## src/cmpctl_pkg.sv

```systemverilog
// Constants and field layout for the comparator and amplifier control block
package cmpctl_pkg;
   // -------------------------------------------------------------
   // Register map
   // -------------------------------------------------------------
   localparam logic [31:0] CTRL_ADDR  = 32'h00ffe510;
   localparam logic [7:0]  CTRL_RESET = 8'h00;

   // -------------------------------------------------------------
   // Field positions in the control register
   // -------------------------------------------------------------
   localparam int unsigned AMP_EN_BIT     = 7;
   localparam int unsigned RSVD_HI_BIT    = 6;
   localparam int unsigned RSVD_LO_BIT    = 5;
   localparam int unsigned MINUS_SEL_BIT  = 4;
   localparam int unsigned EDGE_SEL_BIT   = 3;
   localparam int unsigned POLARITY_BIT   = 2;
   localparam int unsigned CMP_OUT_BIT    = 1;
   localparam int unsigned CMP_EN_BIT     = 0;

   // -------------------------------------------------------------
   // Signal routing
   // -------------------------------------------------------------
   localparam int unsigned  SYNC_CMP      = 0;
   localparam int unsigned  SYNC_AMP      = 1;
   localparam int unsigned  SYNC_CHANNELS = 2;
   localparam logic [3:0]   AMP_ADC_CHAN  = 4'h3;

   // -------------------------------------------------------------
   // Bus encodings
   // -------------------------------------------------------------
   localparam logic [1:0] HTRANS_NONSEQ = 2'h2;
   localparam logic       HRESP_OKAY    = 1'h0;
endpackage

```

## src/cmpctl_sync_if.sv

```systemverilog
// Carrier between the control logic and the input synchroniser
interface cmpctl_sync_if #(parameter int unsigned N = 2);
   logic [N-1:0] raw;
   logic [N-1:0] level;
   logic [N-1:0] rise;
   logic [N-1:0] fall;

   // Synchroniser drives levels and edges from raw inputs
   modport sync (input raw, output level, output rise, output fall);
   // Control logic hands raw pins in and reads the results
   modport ctrl (output raw, input level, input rise, input fall);
endinterface

```

## src/cmpctl_sync.sv

```systemverilog
// Two-flop synchroniser with edge pulses for asynchronous analog outputs
module cmpctl_sync #(
   parameter int unsigned N = 2
) (
   // Clock, reset and enable
   input  wire logic clk_in,
   input  wire logic rst_n_in,
   input  wire logic ce_in,
   // Synchronised signals
   cmpctl_sync_if.sync port
);
   genvar i;

   // -------------------------------------------------------------
   // Per-channel synchroniser
   // -------------------------------------------------------------
   generate
      for (i = 0; i < N; i++)
      begin : g_chan
         logic meta;
         logic stable;
         logic last;

         // First flop feeds only the second; edges come from later copies
         always_ff @(posedge clk_in or negedge rst_n_in)
         begin
            if (!rst_n_in)
            begin
               meta   <= 1'b0;
               stable <= 1'b0;
               last   <= 1'b0;
            end
            else if (ce_in)
            begin
               meta   <= port.raw[i];
               stable <= meta;
               last   <= stable;
            end
         end

         // Both directions detected so the user picks one later
         assign port.level[i] = stable;
         assign port.rise[i]  = stable & ~last;
         assign port.fall[i]  = ~stable & last;
      end
   endgenerate
endmodule

```

## src/cmpctl_top.sv

```systemverilog
// Control and status logic around the on-chip comparator and amplifier
//
// The implementer's own choice: register access over AHB-Lite.
module cmpctl_top #(
   parameter int unsigned CHAN_W = 4
) (
   // Clock, reset and enable
   input  wire logic              clk_sys_in,
   input  wire logic              arst_n_in,
   input  wire logic              ce_in,
   // AHB-Lite slave
   input  wire logic              hsel_in,
   input  wire logic [31:0]       haddr_in,
   input  wire logic [1:0]        htrans_in,
   input  wire logic              hwrite_in,
   input  wire logic [2:0]        hsize_in,
   input  wire logic              hready_in,
   input  wire logic [31:0]       hwdata_in,
   output logic                   hreadyout_out,
   output logic                   hresp_out,
   output logic [31:0]            hrdata_out,
   // Analog comparator
   input  wire logic              cmp_raw_in,
   output logic                   cmp_enable_out,
   output logic                   cmp_minus_source_select_out,
   output logic                   fault_out,
   output logic                   cmp_irq_out,
   // Operational amplifier
   input  wire logic              amp_raw_in,
   output logic                   amp_enable_out,
   output logic                   amp_output_pin_oe_out,
   // Port and converter routing
   input  wire logic              port3_schmitt_en_in,
   input  wire logic [CHAN_W-1:0] adc_chan_sel_in,
   output logic                   port3_amp_data_out,
   output logic                   portb3_irq_src_out,
   output logic                   converter_channel_three_out
);
   // -------------------------------------------------------------
   // Reset release
   // -------------------------------------------------------------
   logic rst_meta;
   logic rst_n;

   // Asynchronous assert, release after two clean edges
   // Release is synchronous so no flop sees reset drop near its edge
   always_ff @(posedge clk_sys_in or negedge arst_n_in)
   begin
      if (!arst_n_in)
      begin
         rst_meta <= 1'b0;
         rst_n    <= 1'b0;
      end
      else
      begin
         rst_meta <= 1'b1;
         rst_n    <= rst_meta;
      end
   end

   // -------------------------------------------------------------
   // Input synchronisers
   // -------------------------------------------------------------
   cmpctl_sync_if #(.N(cmpctl_pkg::SYNC_CHANNELS)) sync_bus ();

   // Pins from the analog side are asynchronous to clk_sys_in
   assign sync_bus.raw[cmpctl_pkg::SYNC_CMP] = cmp_raw_in;
   assign sync_bus.raw[cmpctl_pkg::SYNC_AMP] = amp_raw_in;

   cmpctl_sync #(
      .N        (cmpctl_pkg::SYNC_CHANNELS)
   ) u_sync (
      .clk_in   (clk_sys_in),
      .rst_n_in (rst_n),
      .ce_in    (ce_in),
      .port     (sync_bus.sync)
   );

   // Synchronised copies; only these are read by the logic below
   logic cmp_level;
   logic cmp_rise;
   logic cmp_fall;
   logic amp_level;

   // Comparator is high when plus exceeds minus, used after two flops
   assign cmp_level = sync_bus.level[cmpctl_pkg::SYNC_CMP];
   assign cmp_rise  = sync_bus.rise[cmpctl_pkg::SYNC_CMP];
   assign cmp_fall  = sync_bus.fall[cmpctl_pkg::SYNC_CMP];
   assign amp_level = sync_bus.level[cmpctl_pkg::SYNC_AMP];

   // -------------------------------------------------------------
   // Control register fields
   // -------------------------------------------------------------
   logic amp_en;
   logic minus_sel;
   logic edge_sel;
   logic polarity;
   logic cmp_en;

   // -------------------------------------------------------------
   // Bus address phase decode
   // -------------------------------------------------------------
   logic addr_phase;
   logic ctrl_hit;
   logic wr_req;
   logic rd_req;

   // Only NONSEQ is taken; IDLE and BUSY give no access
   assign addr_phase = hsel_in & hready_in & (htrans_in == cmpctl_pkg::HTRANS_NONSEQ);
   assign ctrl_hit   = (haddr_in == cmpctl_pkg::CTRL_ADDR);
   assign wr_req     = addr_phase & hwrite_in & ctrl_hit;
   assign rd_req     = addr_phase & ~hwrite_in;

   // -------------------------------------------------------------
   // Data phase write strobe
   // -------------------------------------------------------------
   logic wr_pend;

   // Write data arrives one cycle after the address is taken
   // Unmapped writes never raise the strobe, so they leave no trace
   always_ff @(posedge clk_sys_in or negedge rst_n)
   begin
      if (!rst_n)
      begin
         wr_pend <= 1'b0;
      end
      else if (ce_in)
      begin
         wr_pend <= wr_req;
      end
   end

   // -------------------------------------------------------------
   // Write data fields
   // -------------------------------------------------------------
   logic wd_amp_en;
   logic wd_minus_sel;
   logic wd_edge_sel;
   logic wd_polarity;
   logic wd_cmp_en;

   // Slices of the data phase word; bits 6, 5 and 1 are never stored
   assign wd_amp_en    = hwdata_in[cmpctl_pkg::AMP_EN_BIT];
   assign wd_minus_sel = hwdata_in[cmpctl_pkg::MINUS_SEL_BIT];
   assign wd_edge_sel  = hwdata_in[cmpctl_pkg::EDGE_SEL_BIT];
   assign wd_polarity  = hwdata_in[cmpctl_pkg::POLARITY_BIT];
   assign wd_cmp_en    = hwdata_in[cmpctl_pkg::CMP_EN_BIT];

   // -------------------------------------------------------------
   // Next register values
   // -------------------------------------------------------------
   logic next_amp_en;
   logic next_minus_sel;
   logic next_edge_sel;
   logic next_polarity;
   logic next_cmp_en;

   // Bit 7 changes only by software; no hardware path clears it
   assign next_amp_en    = wr_pend ? wd_amp_en : amp_en;
   assign next_minus_sel = wr_pend ? wd_minus_sel : minus_sel;
   assign next_edge_sel  = wr_pend ? wd_edge_sel : edge_sel;
   assign next_polarity  = wr_pend ? wd_polarity : polarity;
   assign next_cmp_en    = wr_pend ? wd_cmp_en : cmp_en;

   // Writable fields; bits 6, 5 and 1 have no storage at all
   always_ff @(posedge clk_sys_in or negedge rst_n)
   begin
      if (!rst_n)
      begin
         amp_en    <= cmpctl_pkg::CTRL_RESET[cmpctl_pkg::AMP_EN_BIT];
         minus_sel <= cmpctl_pkg::CTRL_RESET[cmpctl_pkg::MINUS_SEL_BIT];
         edge_sel  <= cmpctl_pkg::CTRL_RESET[cmpctl_pkg::EDGE_SEL_BIT];
         polarity  <= cmpctl_pkg::CTRL_RESET[cmpctl_pkg::POLARITY_BIT];
         cmp_en    <= cmpctl_pkg::CTRL_RESET[cmpctl_pkg::CMP_EN_BIT];
      end
      else if (ce_in)
      begin
         amp_en    <= next_amp_en;
         minus_sel <= next_minus_sel;
         edge_sel  <= next_edge_sel;
         polarity  <= next_polarity;
         cmp_en    <= next_cmp_en;
      end
   end

   // -------------------------------------------------------------
   // Read data
   // -------------------------------------------------------------
   logic [7:0]  ctrl_view;
   logic [31:0] next_hrdata;

   // Live comparator level on bit 1, reserved bits forced to zero
   always_comb
   begin
      ctrl_view                                 = 8'h00;
      ctrl_view[cmpctl_pkg::AMP_EN_BIT]         = amp_en;
      ctrl_view[cmpctl_pkg::MINUS_SEL_BIT]      = minus_sel;
      ctrl_view[cmpctl_pkg::EDGE_SEL_BIT]       = edge_sel;
      ctrl_view[cmpctl_pkg::POLARITY_BIT]       = polarity;
      ctrl_view[cmpctl_pkg::CMP_OUT_BIT]        = cmp_level;
      ctrl_view[cmpctl_pkg::CMP_EN_BIT]         = cmp_en;
   end

   // Unmapped reads return zero rather than aliasing the register
   assign next_hrdata = (rd_req & ctrl_hit) ? {24'h000000, ctrl_view} :
                        rd_req ? 32'h00000000 : hrdata_out;

   // -------------------------------------------------------------
   // Bus response
   // -------------------------------------------------------------
   // Zero wait states; read data is captured at the address edge
   always_ff @(posedge clk_sys_in or negedge rst_n)
   begin
      if (!rst_n)
      begin
         hrdata_out <= 32'h00000000;
      end
      else if (ce_in)
      begin
         hrdata_out <= next_hrdata;
      end
   end

   // Never stalls and never errors, so software sees a plain memory slot
   always_ff @(posedge clk_sys_in or negedge rst_n)
   begin
      if (!rst_n)
      begin
         hreadyout_out <= 1'b1;
         hresp_out     <= cmpctl_pkg::HRESP_OKAY;
      end
      else if (ce_in)
      begin
         hreadyout_out <= 1'b1;
         hresp_out     <= cmpctl_pkg::HRESP_OKAY;
      end
   end

   // -------------------------------------------------------------
   // Comparator event and fault logic
   // -------------------------------------------------------------
   logic cmp_edge;
   logic next_fault;
   logic next_cmp_irq;

   // Both edges come from the synchroniser; bit 3 keeps only one
   assign cmp_edge     = edge_sel ? cmp_fall : cmp_rise;
   // Pulses only while enabled; a disabled comparator may feed junk edges
   assign next_cmp_irq = cmp_en & cmp_edge;
   // A disabled comparator cannot fault the modulator
   assign next_fault   = cmp_en & (polarity ? ~cmp_level : cmp_level);

   // -------------------------------------------------------------
   // Amplifier routing
   // -------------------------------------------------------------
   logic next_port3;
   logic next_portb3;
   logic next_adc_route;

   // Outputs gated by the enable so a floating output reads low
   assign next_port3     = amp_en & port3_schmitt_en_in & amp_level;
   assign next_portb3    = amp_en & amp_level;
   // Channel three carries the amplifier only while it is powered
   assign next_adc_route = amp_en & (adc_chan_sel_in == CHAN_W'(cmpctl_pkg::AMP_ADC_CHAN));

   // -------------------------------------------------------------
   // Registered outputs to analog, modulator and ports
   // -------------------------------------------------------------
   // Each output lags its cause by one edge; the cost is one cycle
   always_ff @(posedge clk_sys_in or negedge rst_n)
   begin
      if (!rst_n)
      begin
         cmp_enable_out              <= 1'b0;
         cmp_minus_source_select_out <= 1'b0;
         fault_out                   <= 1'b0;
         cmp_irq_out                 <= 1'b0;
      end
      else if (ce_in)
      begin
         cmp_enable_out              <= next_cmp_en;
         cmp_minus_source_select_out <= next_minus_sel;
         fault_out                   <= next_fault;
         cmp_irq_out                 <= next_cmp_irq;
      end
   end

   // Power and drive follow bit 7 together, so an unpowered amp never drives
   always_ff @(posedge clk_sys_in or negedge rst_n)
   begin
      if (!rst_n)
      begin
         amp_enable_out              <= 1'b0;
         amp_output_pin_oe_out       <= 1'b0;
      end
      else if (ce_in)
      begin
         amp_enable_out              <= next_amp_en;
         amp_output_pin_oe_out       <= next_amp_en;
      end
   end

   // Port copies of the amplifier level and the converter channel three route
   always_ff @(posedge clk_sys_in or negedge rst_n)
   begin
      if (!rst_n)
      begin
         port3_amp_data_out          <= 1'b0;
         portb3_irq_src_out          <= 1'b0;
         converter_channel_three_out <= 1'b0;
      end
      else if (ce_in)
      begin
         port3_amp_data_out          <= next_port3;
         portb3_irq_src_out          <= next_portb3;
         converter_channel_three_out <= next_adc_route;
      end
   end

   // -------------------------------------------------------------
   // Unused bus qualifiers
   // -------------------------------------------------------------
   // Only whole-word transfers are expected, so the size is not checked
   logic unused_size;
   assign unused_size = ^hsize_in;
endmodule

```

## config.mk

```make
export PLATFORM = sky130hd
export DESIGN_NAME = cmpctl_top
export DESIGN_NICKNAME = d
export VERILOG_FILES = /design/src/cmpctl_pkg.sv /design/src/cmpctl_sync_if.sv /design/src/cmpctl_sync.sv /design/src/cmpctl_top.sv
export SDC_FILE = /design/constraint.sdc
export NUM_CORES = 1
export LEC_CHECK = 0
export BUFFER_PORTS_ARGS = -buffer_cell sky130_fd_sc_hd__buf_2
export CELL_PAD_IN_SITES_DETAIL_PLACEMENT = 1
export CELL_PAD_IN_SITES_GLOBAL_PLACEMENT = 2
export CORE_ASPECT_RATIO = 0.7
export CORE_MARGIN = 1
export CORE_UTILIZATION = 19
export DETAILED_ROUTE_END_ITERATION = 8
export GPL_TIMING_DRIVEN = 0
export PLACE_DENSITY_LB_ADDON = 0.2
export SETUP_SLACK_MARGIN = 0.1
export SLEW_MARGIN = 5
export SYNTH_ARGS = -nofsm -noshare
export SYNTH_HDL_FRONTEND = slang
export SYNTH_SLANG_ARGS = --single-unit
export TNS_END_PERCENT = 30
```

## constraint.sdc

```tcl
create_clock -name clk_sys_in -period 0.9 [get_ports clk_sys_in]
set_input_delay 0.18 -clock clk_sys_in [delete_from_list [all_inputs] [get_ports clk_sys_in]]
set_output_delay 0.18 -clock clk_sys_in [all_outputs]
set_load 0.05 [all_outputs]
```

==> results of run 1 <==
layout make-up:
cell class                      instances  area share
Multi-Input combinational cell         86       0.292
Timing Repair Buffer                   71       0.226
Tap cell                               94      0.0539
Sequential cell                        24       0.277
Clock buffer                            4      0.0252
Inverter                                4     0.00688
Buffer                                 34       0.119
worst max-delay path: cells and delay by family:
kind / cells / cell delay [ns]
and+or+nand+nor: 2 / 1.06
buffers and inverters: 2 / 0.24
AOI/OAI and AO/OA: 1 / 0.18
per-layer routing:
| metal | vias up | routed length, um | GRT usage |
|---|---|---|---|
| li1 | 591 | - | - |
| met1 | 572 | 1720 | 0.137 |
| met2 | 38 | 1730 | 0.155 |
| met3 | 2 | 197 | 0.0234 |
| met4 | 0 | 12 | 0.0145 |
| met5 | - | 0 | 0 |
logic make-up (layout without fill, tap and decap cells):
group / count (synthesis) / after routing
compound gates: 19 / 19
xor+xnor: 1 / 1
buf+inv: 38 / 113
mux: 10 / 10
simple gates: 27 / 27
flops: 24 / 24
other cells: 2 / 29
report_power, final:
part | switching, W | internal [W]
Combinational | 0.000518 | 0.000361
Sequential | 0.0000857 | 0.00115
Clock | 0.000343 | 0.000391
Total | 0.000947 | 0.00190
repair_timing:
action	CTS	global route
hold buffers	1	0
endpoints found under the hold margin	2	0
endpoints found under the setup margin	59	34
setup buffers	2	2
gates resized for setup	43	17
pin swaps	2	1
synth_stat cells:
cell type	count
nor2b_1	1
nor4_1	1
clkbuf_1	4
o32ai_2	1
a21oi_1	1
and4b_1	2
nand4_1	4
nand4b_1	7
dfrtp_1	24
conb_1	2
xnor2_1	1
nand3_1	3
nor4b_1	1
inv_2	1
inv_1	3
nor3b_1	1
nand2_1	3
or4_1	3
buf_2	1
mux2_2	10
o31ai_1	12
o21ai_1	2
nor4bb_1	1
o2bb2ai_1	2
buf_4	29
o41ai_1	1
path summary, 6_finish.rpt:
check | from | end | cells after the start
setup reg to reg | amp_en | hrdata_out[7] | 4
hold / removal | adc_chan_sel_in[3] | converter_channel_three_out | 2
setup / recovery | haddr_in[31] | hrdata_out[0] | 5
hold reg to reg | rst_n | fault_out | 0
max in group asynchronous | rst_n | amp_en | 0
min in group asynchronous | rst_n | fault_out | 0
through the flow:
step           area (um^2)  total power (W)  hold slack [ns]  instances  setup TNS, ns
2_1_floorplan         1430          0.00181           -0.116        148          -7.04
3_3_place_gp          1880          0.00200          -0.0340        308         -14.00
3_5_place_dp          1880          0.00201          -0.0315        308         -14.02
4_1_cts               2100          0.00282           0.0941        315          -6.78
5_1_grt               2180          0.00298            0.100        317          -7.35
6_report              2180          0.00285           0.0975        317          -6.36
==> metrics.md, run 1 <==
| Metric | Value |
|---|---|
| Status | complete, but fails checks |
| Failing checks | setup timing |
| PwrDens | ~1300 nW/um^2 |
| DR pass1 iterations | 4 |
| FF/Latch Area | 604 um^2 |
| Setup Skew | around 0.0023 ns |
| DRC | 0 |
| # diodes | 0 |
| Top Registers | hrdata_out x6, u_sync.g_chan.meta x2, u_sync.g_chan.stable x2 |
| Setup ws final | -0.597 ns |
| Core ar. | just under 7000 um^2 |
| Antenna violations before repair | 0 |
| Fin crit period | 1.50 ns |
| Clock buffer count from CTS | 3 |
| Top reg by flops | hrdata_out |
| Top cell type by total area after synthesis | dfrtp_1 |
| Starting density of the core | 0.196 |
| Most frequent cells in the layout | 48 x buf_2, 31 x buf_4, 29 x conb_1 |
| WL final | 3.66 mm |
| Min-delay worst type | in2reg |
| DR vias | 1,203 |
| Leakage | about 1.1 nW |
| Root buf cell | clkbuf_8 |
| RSZ-0062 raised after global routing | yes |
| Crit path DAT | between 1.5 and 2 ns |
| Synth area leaders | dfrtp_1 45%, buf_4 16%, mux2_2 8.5% |
| Worst path max stage delay | ~0.55 ns |
| Largest family of logic cells by synthesized area | buffers and inverters |
| CP max FO | 7 |
| Slew Viols, Final | 0 |
| Die Y | just over 70 um |
| Largest net degree at the start of global routing | 23 |
| Buffers added on ports | 66 |
| Synth Instances | 121 |
| Synth Area in Adders | 0 |
| Final period util | 1.66 |
| Cell Area, Synth | roughly 1300 um^2 |
| Layout cells sized above 1 | 0.587 |
| Core Rows | 25 |
| Post-DP HPWL | approximately 2.9 mm |
| DRT antenna net count | 0 |
| Critical path's slowest cell | or4_4 |
| Ys Warns | 0 |
| Fin nets | ~310 |
| CP dominant cell by count | or4_4 |
| Wire per inst | about 12 um |
| CP Class | in2reg |
| Grt total ovfl | 0 |
| Place WS | -0.949 ns |
| Via-per-instance ratio | ~3.8 |
| Mux cell area share after synthesis | 0.0851 |
| Max-cap viol count | 0 |
| Clock transition at path regs | roughly 0.080 ns |
| Area share of the largest cell type after synthesis | 0.454 |
| CP Launch Type | input pin |
| Placer Congestion | 0.690 |
| Flop-to-flop setup slack | -0.19 ns |
| P&R area growth vs syn | 64.9% |
| Largest register FFs | 6 |
| Crit. End Element | flip-flop |
| Seq cells post-synth | 24 |
| Max Freq | 668 MHz |
| Fillers | around 800 |
| Num Clock Sinks | 24 |
| Fin. Hold Viols | 0 |
| First-pass GRT wire length | about 5.5 mm |
| Starting DRT DRC Count | 15 |
| XOR/XNOR share of the synthesized area | 0.00662 |
| Synth Area in Compound Gates | 0.112 |
| CP required | between 1 and 1.5 ns |
| Clock buffer depth | 2 |
| Commonest non-fill, non-tap cell in the layout | buf_2 |
| Vias in the first global route | between 1,000 and 1,500 |
| Worst skew pair latency | roughly 0.26 ns |
| All-Layer GR Usage | 0.0977 |
| Die Wd | ~100 um |
| H-tree levels | 1 |
| Post-synthesis simple-gate area fraction | 0.147 |
| Finished Core Util | 0.323 |
| Maximum VDD drop | 0.577 mV |
| Synth unique cells | 26 |
| CTS tree | yes |
| # IOs | around 130 |
| Post-synthesis sequential area ratio | 0.454 |
| Mean Syn Cell Area | approximately 11 um^2 |
| Full die area | 7310 um^2 |
| Multi-input logic area | 638 um^2 |
| CP cell instances | buf_6 > or4_4 > or4_4 > buf_8 > o31ai_1 |
| Setup violators final | 28 |
(Power assumes the default switching activity.)
==> inputs of run 2 (changes only) <==
--- a/config.mk
+++ b/config.mk
@@ -16,2 +16,3 @@
 export PLACE_DENSITY_LB_ADDON = 0.2
+export RECOVER_POWER = 25
 export SETUP_SLACK_MARGIN = 0.1
--- a/constraint.sdc
+++ b/constraint.sdc
@@ -3,2 +3,2 @@
 set_output_delay 0.18 -clock clk_sys_in [all_outputs]
-set_load 0.05 [all_outputs]
+set_load 0.02 [all_outputs]
==> run 2 against run 1 <==
Net effect:
- the flow still finishes with violations (setup timing)
- final cell count down 0.32%
- routed wire length barely moved
- highest routed layer unchanged
- hold slack got worse by 0.0015 ns
- sequential cell count stayed put
- combinational power decreased by 30%
- via count fell by 0.17%
- cell area decreased by 2.6%
- critical path type unchanged
==> metrics.md, run 2 (synthesized netlist as in run 1, its figures left out) <==
| Metric | Value |
|---|---|
| Status | complete, but fails checks |
| Failing checks | setup timing |
| RR Startpoint | amp_en |
| Max-cap viol count | 0 (unchanged) |
| Part of the power in registers | 0.478 (+0.044) |
| RSZ-0062 raised after global routing | yes |
| Core ar. | 6760 um^2 (unchanged) |
| Min-delay worst type | in2reg |
| Maximum VDD drop | 0.569 mV (-1.4%) |
| WP buf/inv | 2 (unchanged) |
| Top Registers | hrdata_out x6, u_sync.g_chan.meta x2, u_sync.g_chan.stable x2 |
| Grt total ovfl | 0 (unchanged) |
| Switching Power | 0.000719 W (-24%) |
| Vias in the first global route | 1,141 (+0.97%) |
| Sw Ratio | 0.278 (-0.0546) |
| Reg2Reg Depth | 2 (-2) |
| Max Freq | 669 MHz (+0.12%) |
| Post-DP HPWL | 2.93 mm (unchanged) |
| Antenna violations before repair | 0 (unchanged) |
| Most frequent cells in the layout | 55 x buf_2, 32 x buf_4, 29 x conb_1 |
| Gate power share | 0.239 (-0.070) |
| Commonest non-fill, non-tap cell in the layout | buf_2 |
| DRC | 0 (unchanged) |
| Fin nets | 305 (-0.33%) |
| Wire per inst | 11.6 um (+0.34%) |
| Crit path launch | haddr_in[31] |
| # IOs | 125 (unchanged) |
| Fin crit period | 1.50 ns (-0.00184 ns) |
| WL final | 3.66 mm (about the same) |
| P&R area growth vs syn | 60.6% |
| Largest net degree at the start of global routing | 23 (unchanged) |
| Cells after DPL | 308 (unchanged) |
| Setup violators final | 28 (unchanged) |
| CP required | 1.07 ns (about the same) |
| Starting DRT DRC Count | 14 (-1) |
| Leakage | 1.09 nW (-0.63%) |
| Power, Total | 0.00259 W (-9.1%) |
| Clock Power Share | 0.283 (+0.025) |
| PwrDens | 1220 nW/um^2 (-6.7%) |
| DRT antenna net count | 0 (unchanged) |
| DR vias | 1,201 (-0.17%) |
| Place WS | -0.949 ns (unchanged) |
| Die Wd | 102 um (unchanged) |
| Worst hold margin | 0.0960 ns (-0.00147 ns) |
| Via-per-instance ratio | 3.80 (+0.15%) |
| Fin. Hold Viols | 0 (unchanged) |
| CP cell instances | buf_6 > or4_4 > or4_4 > buf_8 > o31ai_1 |
| Critical path's slowest cell | or4_4 |
| Final period util | 1.66 (-0.00204) |
| All-Layer GR Usage | 0.0975 (-0.000209) |
| Buffers added on ports | 66 (unchanged) |
| Root buf cell | clkbuf_8 |
| CTS tree | yes |
| Placer Congestion | 0.690 (unchanged) |
| Worst R2R End | amp_en |
| H-tree levels | 1 (unchanged) |
| Pint | 0.00187 W (-1.7%) |
| Clock buffer count from CTS | 3 (unchanged) |
| Largest register FFs | 6 (unchanged) |
| Core Rows | 25 (unchanged) |
| Full die area | 7310 um^2 (unchanged) |
| Worst path max stage delay | 0.55 ns (about the same) |
| Crit. End Element | flip-flop |
| Layout cells sized above 1 | 0.586 (-0.00186) |
| Crit path depth | 5 (unchanged) |
| Flop-to-flop setup slack | -0.09 ns (+0.10 ns) |
| Largest delay share family, worst path | simple AND/OR/NAND/NOR gates |
| Clock transition at path regs | 0.08 ns (about the same) |
| Worst skew pair latency | 0.26 ns (about the same) |
| Fillers | 808 (-0.49%) |
| CP Class | in2reg |
| Die Y | 71.8 um (unchanged) |
| Worst Setup EP | hrdata_out[0] |
| CP Launch Type | input pin |
| Num Clock Sinks | 24 (unchanged) |
| Starting density of the core | 0.196 (unchanged) |
| Slew Viols, Final | 0 (unchanged) |
| Setup TNS Final | -6.04 ns (+0.317 ns) |
| Setup ws final | -0.596 ns (+0.00184 ns) |
| CP dominant cell by count | or4_4 |
| Top reg by flops | hrdata_out |
| Layout Cells excl Fill | 316 (-0.32%) |
| CP max FO | 7 (unchanged) |
| Crit path DAT | 1.67 ns (about the same) |
| Clock buffer depth | 2 (unchanged) |
| DR pass1 iterations | 4 (unchanged) |
| First-pass GRT wire length | 5.53 mm (-0.13%) |
| Setup Skew | 0.00228 ns (-0.00000691 ns) |
| # diodes | 0 (unchanged) |
==> run 2: area by class of cell <==
class / count / area, um^2 / area share
buffer: 34 / 259 / 0.122
clock buffer: 4 / 55.1 / 0.0259
inverter: 4 / 15.0 / 0.00706
multi-input combinational: 86 / 651 / 0.306
sequential: 24 / 604 / 0.284
tap: 94 / 118 / 0.0553
timing repair buffer: 70 / 424 / 0.200
==> run 2: power by group through the flow <==
stage | Clock [W] | Sequential, W | Combinational [W]
6_report | 0.000733 | 0.00124 | 0.000617
2_1_floorplan | 0 | 0.00126 | 0.000332
4_1_cts | 0.000753 | 0.00124 | 0.000583
3_5_place_dp | 0 | 0.00125 | 0.000532
5_1_grt | 0.000806 | 0.00125 | 0.000665
3_3_place_gp | 0 | 0.00125 | 0.000526
==> run 2: layer usage <==
layer,track usage,share of wire,up-vias,wire [um]
met4,0.0145,0.0033,0,12
met5,0,0,-,0
met1,0.135,0.47,573,1710
li1,-,-,588,-
met2,0.155,0.47,38,1730
met3,0.0254,0.057,2,207
==> run 2: how the worst min path moves through the flow <==
stage / from / cells past startpoint / endpoint / slack (ns)
after floorplan: arst_n_in / 0 / rst_meta / -0.12
after global placement: arst_n_in / 1 / rst_n / -0.03
after detailed placement: arst_n_in / 1 / rst_n / -0.03
after CTS: adc_chan_sel_in[2] / 2 / converter_channel_three_out / 0.09
after global routing: adc_chan_sel_in[2] / 2 / converter_channel_three_out / 0.09
final: adc_chan_sel_in[3] / 2 / converter_channel_three_out / 0.1
==> run 2: repair_timing <==
item                                    4_1_cts  5_1_grt
endpoints found under the hold margin         2        0
resized for setup                            26       18
setup buffers                                 2        1
pin swaps                                     2        1
hold buffers                                  1        0
endpoints found under the setup margin       59       34
==> run 2: per-stage QoR <==
stage | util | cell area, um^2
floorplan | - | 1430
finish | 0.315 | 2130
CTS | 0.304 | 2050
global placement | 0.278 | 1880
global route | 0.315 | 2130
detailed placement | 0.278 | 1880
==> run 2: worst register-to-register path, delay by kind of cell, from the launching register on <==
family                 cells  cell delay (ns)
DFF                        1             0.48
muxes                      1             0.25
buffers and inverters      1             0.16
